`src/counter_array_pkg.sv`:
```
// Package with register map, field positions and timing constants of the counter array.
`default_nettype none
package counter_array_pkg;
  localparam int unsigned NUM_MODULES = 2;
  localparam logic [7:0] OFF_CONTROL  = 8'h00;
  localparam logic [7:0] OFF_MODE     = 8'h04;
  localparam logic [7:0] OFF_CNT_LO   = 8'h08;
  localparam logic [7:0] OFF_CNT_HI   = 8'h0C;
  localparam logic [7:0] OFF_IRQ_EN   = 8'h10;
  localparam logic [7:0] OFF_MOD_BASE = 8'h20;
  localparam logic [7:0] OFF_MOD_STEP = 8'h10;
  localparam logic [7:0] OFF_CAP_LO   = 8'h04;
  localparam logic [7:0] OFF_CAP_HI   = 8'h08;
  // Mode register fields.
  localparam int unsigned MODE_IDLE_STOP = 7;
  localparam int unsigned MODE_TB_HI     = 2;
  localparam int unsigned MODE_TB_LO     = 1;
  localparam int unsigned MODE_OVF_IE    = 0;
  // Control register fields: overflow flag, event flags from bit 0.
  localparam int unsigned CTRL_OVF_FLAG  = 7;
  // Module mode register fields.
  localparam int unsigned MM_RISE        = 5;
  localparam int unsigned MM_FALL        = 4;
  localparam int unsigned MM_EVT_IE      = 0;
  // Interrupt enable register fields.
  localparam int unsigned IE_GLOBAL      = 7;
  localparam int unsigned IE_COUNTER     = 0;
  localparam logic [1:0] TB_DIV12 = 2'h0;
  localparam logic [1:0] TB_DIV4  = 2'h1;
  localparam logic [1:0] TB_T0OVF = 2'h2;
  localparam logic [1:0] TB_EXT   = 2'h3;
  localparam logic [3:0] DIV12_LAST = 4'hB;
  localparam logic [3:0] DIV4_LAST  = 4'h3;
  localparam logic [1:0] RESP_OKAY   = 2'h0;
  localparam logic [1:0] RESP_SLVERR = 2'h2;
endpackage : counter_array_pkg
`default_nettype wire

```
`src/capture_module.sv`:
```
// One capture module: edge select, capture register and event flag.
`default_nettype none
module capture_module
  import counter_array_pkg::*;
(
  input  wire logic        clk,
  input  wire logic        rst_n,
  input  wire logic        run,
  input  wire logic        pin_sync,
  input  wire logic [15:0] count,
  input  wire logic        rise_en,
  input  wire logic        fall_en,
  input  wire logic        flag_clear,
  output logic      [15:0] capture_r,
  output logic             flag_r
);
  logic prev_r;
  logic hit;

  always_ff @(posedge clk or negedge rst_n) begin
    if (!rst_n) begin
      prev_r <= 1'b0;
    end else begin
      prev_r <= pin_sync;
    end
  end

  // The edge history keeps tracking while halted so no stale edge fires on resume.
  assign hit = run && ((rise_en && pin_sync && !prev_r) ||
                       (fall_en && !pin_sync && prev_r));

  always_ff @(posedge clk or negedge rst_n) begin
    if (!rst_n) begin
      capture_r <= 16'h0000;
    end else if (hit) begin
      capture_r <= count;
    end
  end

  // A capture in the same cycle as a clear keeps the flag set.
  always_ff @(posedge clk or negedge rst_n) begin
    if (!rst_n) begin
      flag_r <= 1'b0;
    end else if (hit) begin
      flag_r <= 1'b1;
    end else if (flag_clear) begin
      flag_r <= 1'b0;
    end
  end

  capture_loads_a: assert property (@(posedge clk) disable iff (!rst_n)
    hit |=> (capture_r == $past(count)) && flag_r)
    else $error("capture register or flag not loaded on edge");
  flag_sticky_a: assert property (@(posedge clk) disable iff (!rst_n)
    flag_r && !flag_clear |=> flag_r)
    else $error("event flag dropped without a software clear");
  capture_cov: cover property (@(posedge clk) disable iff (!rst_n) hit);
endmodule : capture_module
`default_nettype wire

```
`src/counter_array.sv`:
```
// Counter array top: 16-bit timebase counter, capture modules and AXI4-Lite registers.
// Overview of operation
// - A qualifying capture pin edge copies the counter into the module's capture register.
// - Rising and falling enables select rising, falling or both edges.
// - A capture sets the module event flag and may raise an interrupt.
// - The event flag stays set until software clears it.
// - The counter is 16 bits, read as a low and a high byte.
// - Reading the low byte snapshots the high byte for a later high read.
// - Reading the count bytes never disturbs counting.
// - Timebase select picks clock/12, clock/4, timer 0 overflow or external falls.
// - A wrap from FFFF to 0000 sets the overflow flag.
// - The overflow interrupt enable gates the overflow interrupt request.
// - Only software clears the overflow flag.
// - Interrupts need both the global and the counter array enable bits.
// - With idle stop set the counter and modules halt in idle.
//
// Added by the designer: the AXI4-Lite register port and the register addresses.
`default_nettype none
module counter_array
  import counter_array_pkg::*;
(
  input  wire logic                   sys_clk,
  input  wire logic                   resetn,
  input  wire logic                   core_idle,
  input  wire logic                   timer0_overflow,
  input  wire logic                   external_count_input,
  input  wire logic [NUM_MODULES-1:0] capture_pin,
  input  wire logic [7:0]             s_axi_awaddr,
  input  wire logic                   s_axi_awvalid,
  output logic                        s_axi_awready,
  input  wire logic [31:0]            s_axi_wdata,
  input  wire logic [3:0]             s_axi_wstrb,
  input  wire logic                   s_axi_wvalid,
  output logic                        s_axi_wready,
  output logic [1:0]                  s_axi_bresp,
  output logic                        s_axi_bvalid,
  input  wire logic                   s_axi_bready,
  input  wire logic [7:0]             s_axi_araddr,
  input  wire logic                   s_axi_arvalid,
  output logic                        s_axi_arready,
  output logic [31:0]                 s_axi_rdata,
  output logic [1:0]                  s_axi_rresp,
  output logic                        s_axi_rvalid,
  input  wire logic                   s_axi_rready,
  output logic                        irq_r
);
  logic                   rst_meta_r;
  logic                   rst_n;
  logic [NUM_MODULES-1:0] cap_meta_r;
  logic [NUM_MODULES-1:0] cap_sync_r;
  logic                   eci_meta_r;
  logic                   eci_sync_r;
  logic                   eci_prev_r;
  logic [3:0]             div_r;
  logic [15:0]            count_r;
  logic [7:0]             hi_snap_r;
  logic [7:0]             mode_r;
  logic [7:0]             ie_r;
  logic                   ovf_flag_r;
  logic [7:0]             mm_r [NUM_MODULES];
  logic [15:0]            cap_val [NUM_MODULES];
  logic [NUM_MODULES-1:0] evt_flag;
  logic [NUM_MODULES-1:0] evt_clear;
  logic                   ovf_clear;
  logic                   run;
  logic                   tick;
  logic                   div_last;
  logic [1:0]             tb_sel;
  logic                   aw_held_r;
  logic                   w_held_r;
  logic [7:0]             awaddr_r;
  logic [31:0]            wdata_r;
  logic [3:0]             wstrb_r;
  logic                   wr_go;
  logic                   rd_go;
  logic                   rd_lo;
  logic                   wr_ctrl;
  logic                   irq_nxt;

  // Module registers sit at base + index*step; returns the index or NUM_MODULES if none.
  function automatic int unsigned mod_index(input logic [7:0] addr);
    mod_index = NUM_MODULES;
    for (int unsigned i = 0; i < NUM_MODULES; i++) begin
      if (addr >= OFF_MOD_BASE + 8'(i) * OFF_MOD_STEP &&
          addr <  OFF_MOD_BASE + 8'(i + 1) * OFF_MOD_STEP) begin
        mod_index = i;
      end
    end
  endfunction : mod_index

  function automatic logic [7:0] mod_offset(input logic [7:0] addr);
    mod_offset = (addr - OFF_MOD_BASE) % OFF_MOD_STEP;
  endfunction : mod_offset

  always_ff @(posedge sys_clk or negedge resetn) begin
    if (!resetn) begin
      rst_meta_r <= 1'b0;
      rst_n      <= 1'b0;
    end else begin
      rst_meta_r <= 1'b1;
      rst_n      <= rst_meta_r;
    end
  end

  always_ff @(posedge sys_clk or negedge rst_n) begin
    if (!rst_n) begin
      cap_meta_r <= '0;
      cap_sync_r <= '0;
      eci_meta_r <= 1'b0;
      eci_sync_r <= 1'b0;
      eci_prev_r <= 1'b0;
    end else begin
      cap_meta_r <= capture_pin;
      cap_sync_r <= cap_meta_r;
      eci_meta_r <= external_count_input;
      eci_sync_r <= eci_meta_r;
      eci_prev_r <= eci_sync_r;
    end
  end

  assign run    = !(core_idle && mode_r[MODE_IDLE_STOP]);
  assign tb_sel = {mode_r[MODE_TB_HI], mode_r[MODE_TB_LO]};
  assign div_last = (tb_sel == TB_DIV12) ? (div_r == DIV12_LAST) : (div_r == DIV4_LAST);

  // The prescaler free-runs, so after a change to clock/4 a count above 3 runs on to 12 before it wraps.
  always_ff @(posedge sys_clk or negedge rst_n) begin
    if (!rst_n) begin
      div_r <= 4'h0;
    end else if (div_last || div_r > DIV12_LAST) begin
      div_r <= 4'h0;
    end else begin
      div_r <= div_r + 4'h1;
    end
  end

  always_comb begin
    unique case (tb_sel)
      TB_DIV12: tick = div_last;
      TB_DIV4:  tick = div_last;
      TB_T0OVF: tick = timer0_overflow;
      TB_EXT:   tick = eci_prev_r && !eci_sync_r;
    endcase
  end

  // Reads never touch the counter; only the timebase tick moves it.
  always_ff @(posedge sys_clk or negedge rst_n) begin
    if (!rst_n) begin
      count_r <= 16'h0000;
    end else if (run && tick) begin
      count_r <= count_r + 16'h0001;
    end
  end

  // Write logic: address and data are taken in either order.
  assign wr_go = aw_held_r && w_held_r && !s_axi_bvalid;
  always_ff @(posedge sys_clk or negedge rst_n) begin
    if (!rst_n) begin
      aw_held_r     <= 1'b0;
      w_held_r      <= 1'b0;
      awaddr_r      <= 8'h00;
      wdata_r       <= 32'h0000_0000;
      wstrb_r       <= 4'h0;
      s_axi_awready <= 1'b0;
      s_axi_wready  <= 1'b0;
      s_axi_bvalid  <= 1'b0;
      s_axi_bresp   <= RESP_OKAY;
    end else begin
      s_axi_awready <= !aw_held_r && !s_axi_awready && s_axi_awvalid;
      s_axi_wready  <= !w_held_r && !s_axi_wready && s_axi_wvalid;
      if (s_axi_awvalid && s_axi_awready) begin
        aw_held_r <= 1'b1;
        awaddr_r  <= s_axi_awaddr;
      end
      if (s_axi_wvalid && s_axi_wready) begin
        w_held_r <= 1'b1;
        wdata_r  <= s_axi_wdata;
        wstrb_r  <= s_axi_wstrb;
      end
      if (wr_go) begin
        aw_held_r    <= 1'b0;
        w_held_r     <= 1'b0;
        s_axi_bvalid <= 1'b1;
        s_axi_bresp  <= (awaddr_r[1:0] == 2'h0 &&
                         (awaddr_r <= OFF_IRQ_EN || mod_index(awaddr_r) < NUM_MODULES))
                        ? RESP_OKAY : RESP_SLVERR;
      end else if (s_axi_bready) begin
        s_axi_bvalid <= 1'b0;
      end
    end
  end

  assign wr_ctrl = wr_go && awaddr_r == OFF_CONTROL && wstrb_r[0];

  always_ff @(posedge sys_clk or negedge rst_n) begin
    if (!rst_n) begin
      mode_r <= 8'h00;
      ie_r   <= 8'h00;
      for (int i = 0; i < NUM_MODULES; i++) mm_r[i] <= 8'h00;
    end else if (wr_go && wstrb_r[0]) begin
      if (awaddr_r == OFF_MODE) mode_r <= wdata_r[7:0];
      if (awaddr_r == OFF_IRQ_EN) ie_r <= wdata_r[7:0];
      for (int i = 0; i < NUM_MODULES; i++) begin
        if (mod_index(awaddr_r) == i && mod_offset(awaddr_r) == 8'h00) begin
          mm_r[i] <= wdata_r[7:0];
        end
      end
    end
  end

  // Flags clear when software writes a zero to them in the control register.
  assign ovf_clear = wr_ctrl && !wdata_r[CTRL_OVF_FLAG];
  always_comb begin
    for (int i = 0; i < NUM_MODULES; i++) evt_clear[i] = wr_ctrl && !wdata_r[i];
  end

  always_ff @(posedge sys_clk or negedge rst_n) begin
    if (!rst_n) begin
      ovf_flag_r <= 1'b0;
    end else if (run && tick && count_r == 16'hFFFF) begin
      ovf_flag_r <= 1'b1;
    end else if (ovf_clear) begin
      ovf_flag_r <= 1'b0;
    end
  end

  for (genvar g = 0; g < NUM_MODULES; g++) begin : g_mod
    capture_module u_mod (
      .clk        (sys_clk),
      .rst_n      (rst_n),
      .run        (run),
      .pin_sync   (cap_sync_r[g]),
      .count      (count_r),
      .rise_en    (mm_r[g][MM_RISE]),
      .fall_en    (mm_r[g][MM_FALL]),
      .flag_clear (evt_clear[g]),
      .capture_r  (cap_val[g]),
      .flag_r     (evt_flag[g])
    );
  end

  always_comb begin
    irq_nxt = mode_r[MODE_OVF_IE] && ovf_flag_r;
    for (int i = 0; i < NUM_MODULES; i++) begin
      irq_nxt = irq_nxt || (mm_r[i][MM_EVT_IE] && evt_flag[i]);
    end
    irq_nxt = irq_nxt && ie_r[IE_GLOBAL] && ie_r[IE_COUNTER];
  end

  always_ff @(posedge sys_clk or negedge rst_n) begin
    if (!rst_n) begin
      irq_r <= 1'b0;
    end else begin
      irq_r <= irq_nxt;
    end
  end

  // Read logic: one read at a time, data registered with rvalid.
  assign rd_go = s_axi_arvalid && s_axi_arready;
  assign rd_lo = rd_go && s_axi_araddr == OFF_CNT_LO;
  always_ff @(posedge sys_clk or negedge rst_n) begin
    if (!rst_n) begin
      hi_snap_r <= 8'h00;
    end else if (rd_lo) begin
      hi_snap_r <= count_r[15:8];
    end
  end

  always_ff @(posedge sys_clk or negedge rst_n) begin
    if (!rst_n) begin
      s_axi_arready <= 1'b0;
      s_axi_rvalid  <= 1'b0;
      s_axi_rdata   <= 32'h0000_0000;
      s_axi_rresp   <= RESP_OKAY;
    end else begin
      s_axi_arready <= !s_axi_arready && !s_axi_rvalid && s_axi_arvalid;
      if (rd_go) begin
        s_axi_rvalid <= 1'b1;
        s_axi_rresp  <= RESP_OKAY;
        s_axi_rdata  <= 32'h0000_0000;
        if (s_axi_araddr == OFF_CONTROL) begin
          s_axi_rdata[CTRL_OVF_FLAG]   <= ovf_flag_r;
          s_axi_rdata[NUM_MODULES-1:0] <= evt_flag;
        end else if (s_axi_araddr == OFF_MODE) begin
          s_axi_rdata[7:0] <= mode_r;
        end else if (s_axi_araddr == OFF_CNT_LO) begin
          s_axi_rdata[7:0] <= count_r[7:0];
        end else if (s_axi_araddr == OFF_CNT_HI) begin
          s_axi_rdata[7:0] <= hi_snap_r;
        end else if (s_axi_araddr == OFF_IRQ_EN) begin
          s_axi_rdata[7:0] <= ie_r;
        end else if (mod_index(s_axi_araddr) < NUM_MODULES && s_axi_araddr[1:0] == 2'h0) begin
          for (int i = 0; i < NUM_MODULES; i++) begin
            if (mod_index(s_axi_araddr) == i) begin
              if (mod_offset(s_axi_araddr) == 8'h00) s_axi_rdata[7:0] <= mm_r[i];
              if (mod_offset(s_axi_araddr) == OFF_CAP_LO) s_axi_rdata[7:0] <= cap_val[i][7:0];
              if (mod_offset(s_axi_araddr) == OFF_CAP_HI) s_axi_rdata[7:0] <= cap_val[i][15:8];
            end
          end
        end else begin
          s_axi_rresp <= RESP_SLVERR;
        end
      end else if (s_axi_rready) begin
        s_axi_rvalid <= 1'b0;
      end
    end
  end

  hi_snapshot_a: assert property (@(posedge sys_clk) disable iff (!rst_n)
    rd_lo |=> hi_snap_r == $past(count_r[15:8]))
    else $error("high byte snapshot not taken on low read");
  wrap_sets_flag_a: assert property (@(posedge sys_clk) disable iff (!rst_n)
    run && tick && count_r == 16'hFFFF |=> ovf_flag_r && count_r == 16'h0000)
    else $error("wrap did not set overflow flag");
  ovf_sticky_a: assert property (@(posedge sys_clk) disable iff (!rst_n)
    ovf_flag_r && !ovf_clear |=> ovf_flag_r)
    else $error("overflow flag dropped without a software clear");
  idle_halt_a: assert property (@(posedge sys_clk) disable iff (!rst_n)
    !run |=> count_r == $past(count_r))
    else $error("counter moved while halted in idle");
  count_step_a: assert property (@(posedge sys_clk) disable iff (!rst_n)
    run && tick |=> count_r == $past(count_r) + 16'h0001)
    else $error("counter did not advance on tick");
  div4_rate_a: assert property (@(posedge sys_clk) disable iff (!rst_n)
    tb_sel == TB_DIV4 && $stable(tb_sel) && tick |=> !tick [*3])
    else $error("clock by four timebase ticked too fast");
  irq_gate_a: assert property (@(posedge sys_clk) disable iff (!rst_n)
    irq_r |-> $past(ie_r[IE_GLOBAL] && ie_r[IE_COUNTER]))
    else $error("interrupt raised while disabled");
  ovf_irq_a: assert property (@(posedge sys_clk) disable iff (!rst_n)
    ovf_flag_r && mode_r[MODE_OVF_IE] && ie_r[IE_GLOBAL] && ie_r[IE_COUNTER] |=> irq_r)
    else $error("enabled overflow did not raise interrupt");
  wrap_cov: cover property (@(posedge sys_clk) disable iff (!rst_n) ovf_flag_r);
  snap_cov: cover property (@(posedge sys_clk) disable iff (!rst_n) rd_lo ##[1:20] rd_go);
  irq_cov: cover property (@(posedge sys_clk) disable iff (!rst_n) irq_r);
endmodule : counter_array
`default_nettype wire

```
`config.mk`:
```
export PLATFORM = sky130hd
export DESIGN_NAME = counter_array
export DESIGN_NICKNAME = d
export VERILOG_FILES = /design/src/counter_array_pkg.sv /design/src/capture_module.sv /design/src/counter_array.sv
export SDC_FILE = /design/constraint.sdc
export NUM_CORES = 1
export LEC_CHECK = 0
export BUFFER_PORTS_ARGS = -buffer_cell sky130_fd_sc_hd__buf_2
export CORE_MARGIN = 2
export CORE_UTILIZATION = 41
export CTS_CLUSTER_DIAMETER = 60
export DETAILED_ROUTE_END_ITERATION = 10
export HOLD_SLACK_MARGIN = 0.1
export PLACE_DENSITY = 0.7
export SETUP_SLACK_MARGIN = 0.15
export SYNTH_ARGS = -nofsm -noshare
export SYNTH_HDL_FRONTEND = slang
export SYNTH_SLANG_ARGS = --single-unit
```
`constraint.sdc`:
```
create_clock -name sys_clk -period 4.7 [get_ports sys_clk]
set_input_delay 0.47 -clock sys_clk [delete_from_list [all_inputs] [get_ports sys_clk]]
set_output_delay 0.47 -clock sys_clk [all_outputs]
set_load 0.1 [all_outputs]
```
==> flow_summary.ini, run 1 <==
[floorplan]
fp-row-count = 47
die_area_mm2 = 0.0176
die_w_um = 133
die_y_um = 133
num_io_pins = 106
start_util = 0.414
core_area_mm2 = 0.0164

[clock_network]
clk_latency_ns = 0.43
htree_levels = 4
cts_buffer_depth = 2
cts_setup_buffers = 0
cts_tree = yes
clkTransAtPathRegs_ns = 0.06
root_buffer = clkbuf_16
cts_made_buffers = 17
clock_sinks = 141

[min_path]
holdCritPathClass = input pin to flip-flop

[worst_setup_path]
worstPathArrival_ns = 2.49
criticalPathCategory = flip-flop to flip-flop
crit_fanout = 15
crit_path_end_kind = flip-flop
cp.required_ns = 5.00
start_kind = flip-flop

[logic_synthesis]
synth_top_area_cell = dfrtp_1
netlist.area_leader.share = 0.520
synth_area_mm2 = 0.00679
yosysWarningCount = 0
syn_avg_cell_area_um2 = 12.4
ys_seq_area_frac = 0.520
synth_cell_types = 69
yosys-top-cells-area = dfrtp_1 52%, mux2_1 9.5%, mux2_2 5.6%
synth-edff-count = 0
ys_async_sr_fraction = 1.00
netlist_instances = 546
ys_ff_latch = 141
synth-main-ff-cell = dfrtp_1

[grt]
grt_usage = 0.190
grt_max_degree = 74
first_global_vias = 4655
grt-ovfl-total = 0
antenna_found_initial = 0
grt_pass1_wl_um = 25800

[place]
dp_hpwl_um = 11200
finalWeightedCongestion = 0.923
port_buffers = 52

[finish]
drive_gt1_frac = 0.230
antenna_cells = 0
utilization = 0.474
num-nets-final = 658
syn2layout_area_growth_pct = 14.7

[power_and_ir_drop]
ir_drop_uv = 338
leakage_nw = 3.53
power_density_mw_per_mm2 = 505

[timing]
finalHoldViolCount = 0
worstMarginPinSlew_ns = 1.16
rsz0062_at_grt = no
min_period_ns = 2.19
min_period_over_period = 0.466
maxSlewViolCount = 0
slew_headroom = 0.223
setup_tns_ns = 0
clock.fmax_ghz = 0.456
setup_viol = 0
fin_skew_ns = 0.0142

[detailed_routing]
drc_errors = 0
ant_nets = 0
num_vias = 4661
wl_per_cell_um = 19.2
routed_via_density = 5.65
routed_wirelength_um = 15900
first_iter_violations = 382
firstDrtPassIters = 5

[outcome]
status = finished, final reports clean

[run]
drv_cap = 0
==> routing by layer <==
layer,GRT usage,routed length [µm]
met3,0.0441,954
met2,0.290,7370
met4,0.0669,230
met1,0.266,7330
met5,0,0
==> critical path, stage by stage, from the launching register on <==
cell and delay [ns]:
dfrtp_1 0.47, xnor2_1 0.21, nor4b_4 0.77, o21bai_1 0.23
mux2_1 0.37
==> state kept, by name, summed over array words and instances, names as in the netlist, 2 cells and up <==
| name | cells |
|---|---|
| mm_r | 16 |
| g_mod.u_mod.capture_r | 32 |
| count_r | 16 |
| mode_r | 8 |
| cap_meta_r | 2 |
| g_mod.u_mod.flag_r | 2 |
| ie_r | 8 |
| hi_snap_r | 8 |
| cap_sync_r | 2 |
| wdata_r | 8 |
| awaddr_r | 8 |
| s_axi_rdata | 8 |
| div_r | 4 |
| g_mod.u_mod.prev_r | 2 |
==> placed cells by master, fill, tap and decap left out, types with 11 or more instances in the layout <==
master	count
buf_2	52
o21ai_0	14
nand2_1	15
mux2_1	57
clkbuf_16	17
xnor2_1	17
dfrtp_1	140
nor2_1	19
a21oi_1	17
o2bb2ai_1	11
conb_1	27
mux2_2	34
mux2i_1	15
==> cells by family after synthesis <==
family | Yosys count | share of synthesized area
flops | 141 | 0.520
compound gates | 110 | 0.116
mux | 108 | 0.180
simple gates | 103 | 0.105
buf+inv | 62 | 0.0512
xor+xnor | 18 | 0.0232
fa+ha+maj | 2 | 0.00369
other cells | 2 | 0.00111
==> per-stage QoR <==
step                instance area, µm²  std cells  worst slack [ns]  power (mW)  hold WS, ns
global route                      7780        825              2.42        4.10        0.130
detailed placement                7130        792              2.26        2.50        0.258
global placement                  7130        792              2.29        2.45        0.255
floorplan                         6880        571             0.481        2.30        0.174
finish                            7780        825              2.51        3.93        0.144
CTS                               7780        825              2.55        3.96        0.130
==> path summary, 6_finish.rpt <==
kind / cells after the start / to / startpoint / slack (ns)
min reg2reg: 0 / eci_sync_r / eci_meta_r / 0.35
max in group asynchronous: 1 / s_axi_rdata[1] / rst_n / 3.12
min in group asynchronous: 2 / rst_meta_r / resetn / 0.36
min: 1 / eci_meta_r / external_count_input / 0.14
max reg2reg: 4 / count_r[1] / mode_r[1] / 2.51
max: 4 / count_r[1] / mode_r[1] / 2.51
==> report_power, final <==
group / total (mW) / switching [mW] / internal, mW / leakage [nW]
clock: 1.45 / 0.539 / 0.911 / 0.302
combinational: 0.830 / 0.563 / 0.267 / 1.40
sequential: 1.65 / 0.240 / 1.41 / 1.84
==> cell usage after synthesis, types with 3 or more instances <==
master     number
dfrtp_1       141
mux2_1         57
mux2_2         34
buf_4          26
nor2_1         19
a21oi_1        17
xnor2_1        17
mux2i_1        15
nand2_1        15
buf_2          14
o21ai_0        14
clkbuf_1       13
o2bb2ai_1      11
nand3b_1        8
o211ai_1        8
a22oi_1         7
and3b_1         7
inv_1           7
nor3b_1         6
o2111ai_1       6
a2111oi_0       5
a41oi_1         5
and3_1          5
o21ai_1         5
o22ai_1         5
nand2b_1        4
nor3_1          4
nor4_1          4
o41ai_1         4
a311oi_1        3
nand3_1         3
nand4_1         3
nor4b_4         3
o31ai_1         3
==> repair_timing <==
item,4_1_cts,5_1_grt
endpoints found under the hold margin,2,0
gates resized for setup,0,0
hold buffers,1,0
==> area by class of cell <==
| type | count | area [µm²] |
|---|---|---|
| fillers | 1451 | 8620 |
| flip-flops and latches | 141 | 3530 |
| multi-input cells | 368 | 3010 |
| clock buffers | 18 | 439 |
| repair buffers | 57 | 300 |
| well taps | 220 | 275 |
| clock inverters | 14 | 205 |
| inverters | 7 | 26.3 |
Note: power is estimated with default switching activity, not from simulation.
==> run 2, diff against run 1 <==
ABC_AREA = 1   (was default)
clock period = 2.3 ns   (was 4.7 ns; I/O delays follow)
==> flow_summary.ini, run 2 <==
[outcome]
status = finished, final reports clean

[logic_synthesis]
syn_avg_cell_area_um2 = 8.23
synth_top_area_cell = dfrtp_1
ys_ff_latch = 141
netlist.area_leader.share = 0.525
synth_common_cells = 259 x nand2_1, 141 x dfrtp_1, 61 x inv_1, 61 x o21ai_0, 51 x nand3_1
synth-edff-count = 0
synth_top_family_by_area = simple AND/OR/NAND/NOR gates
synthMuxAreaShare = 0
yosys-top-cells-area = dfrtp_1 52%, nand2_1 14%, o21ai_0 4.5%
synthSimpleGateAreaFrac = 0.265
yosys.area_share.xor_xnor = 0.0195
synth-compound-area-share = 0.0958
synth_cell_types = 33
yosysWarningCount = 0
synth-main-ff-cell = dfrtp_1
synth_area_mm2 = 0.00673
ys_seq_area_frac = 0.525
ys_async_sr_fraction = 1.00
netlist_instances = 817
synth_adder_area_share = 0.00372
synth_most_common_cell = nand2_1

[clock_network]
cts_tree = yes
cts_buffer_depth = 2
root_buffer = clkbuf_16
ctsHoldBuffers = 28
cts_made_buffers = 17
cts_setup_buffers = 0
htree_levels = 4
clkTransAtPathRegs_ns = 0.06
post_cts_resized = 0
clock_sinks = 141
clk_latency_ns = 0.43

[place]
dp_hpwl_um = 11300
port_buffers = 52
place_ws_ns = 0.545
finalWeightedCongestion = 0.887

[power_and_ir_drop]
power_density_mw_per_mm2 = 1060
leakage_nw = 3.96
ir_drop_uv = 777
finalPower_mw = 8.50

[floorplan]
core_area_mm2 = 0.0159
num_io_pins = 106
fp-row-count = 46
die_w_um = 132
start_util = 0.422
die_y_um = 132
die_area_mm2 = 0.0174

[timing]
worstMarginPinSlew_ns = 0.522
finalHoldViolCount = 0
setup_viol = 0
fin_skew_ns = 0.00770
fin_ws_ns = 0.542
slew_headroom = 0.651
min_period_over_period = 0.764
clock.fmax_ghz = 0.569
rsz0062_at_grt = no
min_period_ns = 1.76
maxSlewViolCount = 0
setup_tns_ns = 0

[worst_setup_path]
cp.required_ns = 2.61
start_kind = input pin
worstPathArrival_ns = 2.07
crit_path_end_kind = flip-flop
criticalPathCategory = input pin to flip-flop
crit_fanout = 18
cp_slowest_cell = dlygate4sd3_1
critPathMaxStageDelay_ns = 0.55
cpMostUsedCell = nand2_1
cp_cell_sequence = dlygate4sd3_1 > buf_2 > nand2_1 > clkinv_1 > nand2_1 > nand2_1 > dlygate4sd3_1

[min_path]
holdCritPathClass = flip-flop to async pin

[grt]
first_global_vias = 5109
grt_usage = 0.194
grt_pass1_wl_um = 26400
antenna_found_initial = 0
grt-ovfl-total = 0
grt_max_degree = 69

[finish]
largest_reg_flops = 32
final_common_cell = nand2_1
top_register = g_mod.u_mod.capture_r
drive_gt1_frac = 0.140
largestRegisters = g_mod.u_mod.capture_r x32, count_r x16, mm_r x16
syn2layout_area_growth_pct = 19.3
antenna_cells = 0
layout_common_cells = 259 x nand2_1, 140 x dfrtp_1, 61 x inv_1, 61 x o21ai_0, 52 x buf_2
num-fill-cells = 1522
num-nets-final = 966

[detailed_routing]
first_iter_violations = 397
routed_wirelength_um = 16200
firstDrtPassIters = 6
num_vias = 5541
wl_per_cell_um = 14.3
drc_errors = 0
routed_via_density = 4.91
ant_nets = 0

[run]
drv_cap = 0
[run 2: changes by cell type in the layout (fill, tap and decap cells not counted), moves of 11 or more]
cell	delta
dlygate4sd3_1	+27
xor2_1	+14
o21ai_1	+37
o21ai_0	+47
mux2_1	-57
nor2_1	+26
o2bb2ai_1	-11
inv_1	+54
mux2i_1	-15
xnor2_1	-17
nand3_1	+48
mux2_2	-34
nand2_1	+244
[run 2: final timing paths]
kind	slack, ns	startpoint	cells after the start	end
setup / recovery	0.54	s_axi_wvalid	7	wstrb_r[0]
setup reg to reg	0.55	s_axi_bvalid	8	mode_r[4]
min in group sys_clk	0.35	rst_meta_r	0	rst_n
max in group asynchronous	1.38	rst_n	1	g_mod[0].u_mod.flag_r
hold / removal	0.22	rst_n	0	cap_sync_r[1]
hold reg to reg	0.22	rst_n	0	cap_sync_r[1]
[run 2: worst max-delay path, delay by kind of cell]
kind                   cells  cell delay, ns
buffers and inverters      4            1.55
and+or+nand+nor            3            0.29
[run 2: per-stage QoR]
stage | instances | cell area, µm² | util | hold slack (ns)
after floorplan | 842 | 6820 | - | -0.0656
after global placement | 1069 | 7120 | 0.446 | 0.0160
after detailed placement | 1069 | 7120 | 0.446 | 0.0175
after CTS | 1129 | 8030 | 0.503 | 0.235
after global routing | 1129 | 8030 | 0.503 | 0.245
final | 1129 | 8030 | 0.503 | 0.218
[run 2: area by class of cell]
type                       count  area (µm²)  area share
sequential                   141        3530       0.440
multi-input combinational    577        2680       0.334
timing repair buffer          92         643      0.0801
clock buffer                  23         498      0.0620
tap                          216         270      0.0337
inverter                      71         269      0.0335
clock inverter                 9         133      0.0165
[run 2: kinds of logic (layout without fill, tap and decap cells)]
kind of cell / Yosys count / count (layout)
other: 2 / 27
AOI/OAI and AO/OA: 126 / 126
DFF: 141 / 141
buffers and inverters: 124 / 195
xor gates and xnor gates: 15 / 15
and+or+nand+nor: 407 / 407
adders and majority gates: 2 / 2
[run 2: layer usage]
metal	GRT usage	share of wire	vias up
met3	0.0323	0.061	29
met2	0.295	0.45	169
met5	0	0	-
met1	0.275	0.46	2602
met4	0.0821	0.024	0
li1	-	-	2741
[run 2: power breakdown]
part / leakage, nW / switching [mW] / internal [mW]
clock network: 0.305 / 1.04 / 1.85
registers: 1.81 / 0.416 / 3.08
logic: 1.85 / 1.57 / 0.546
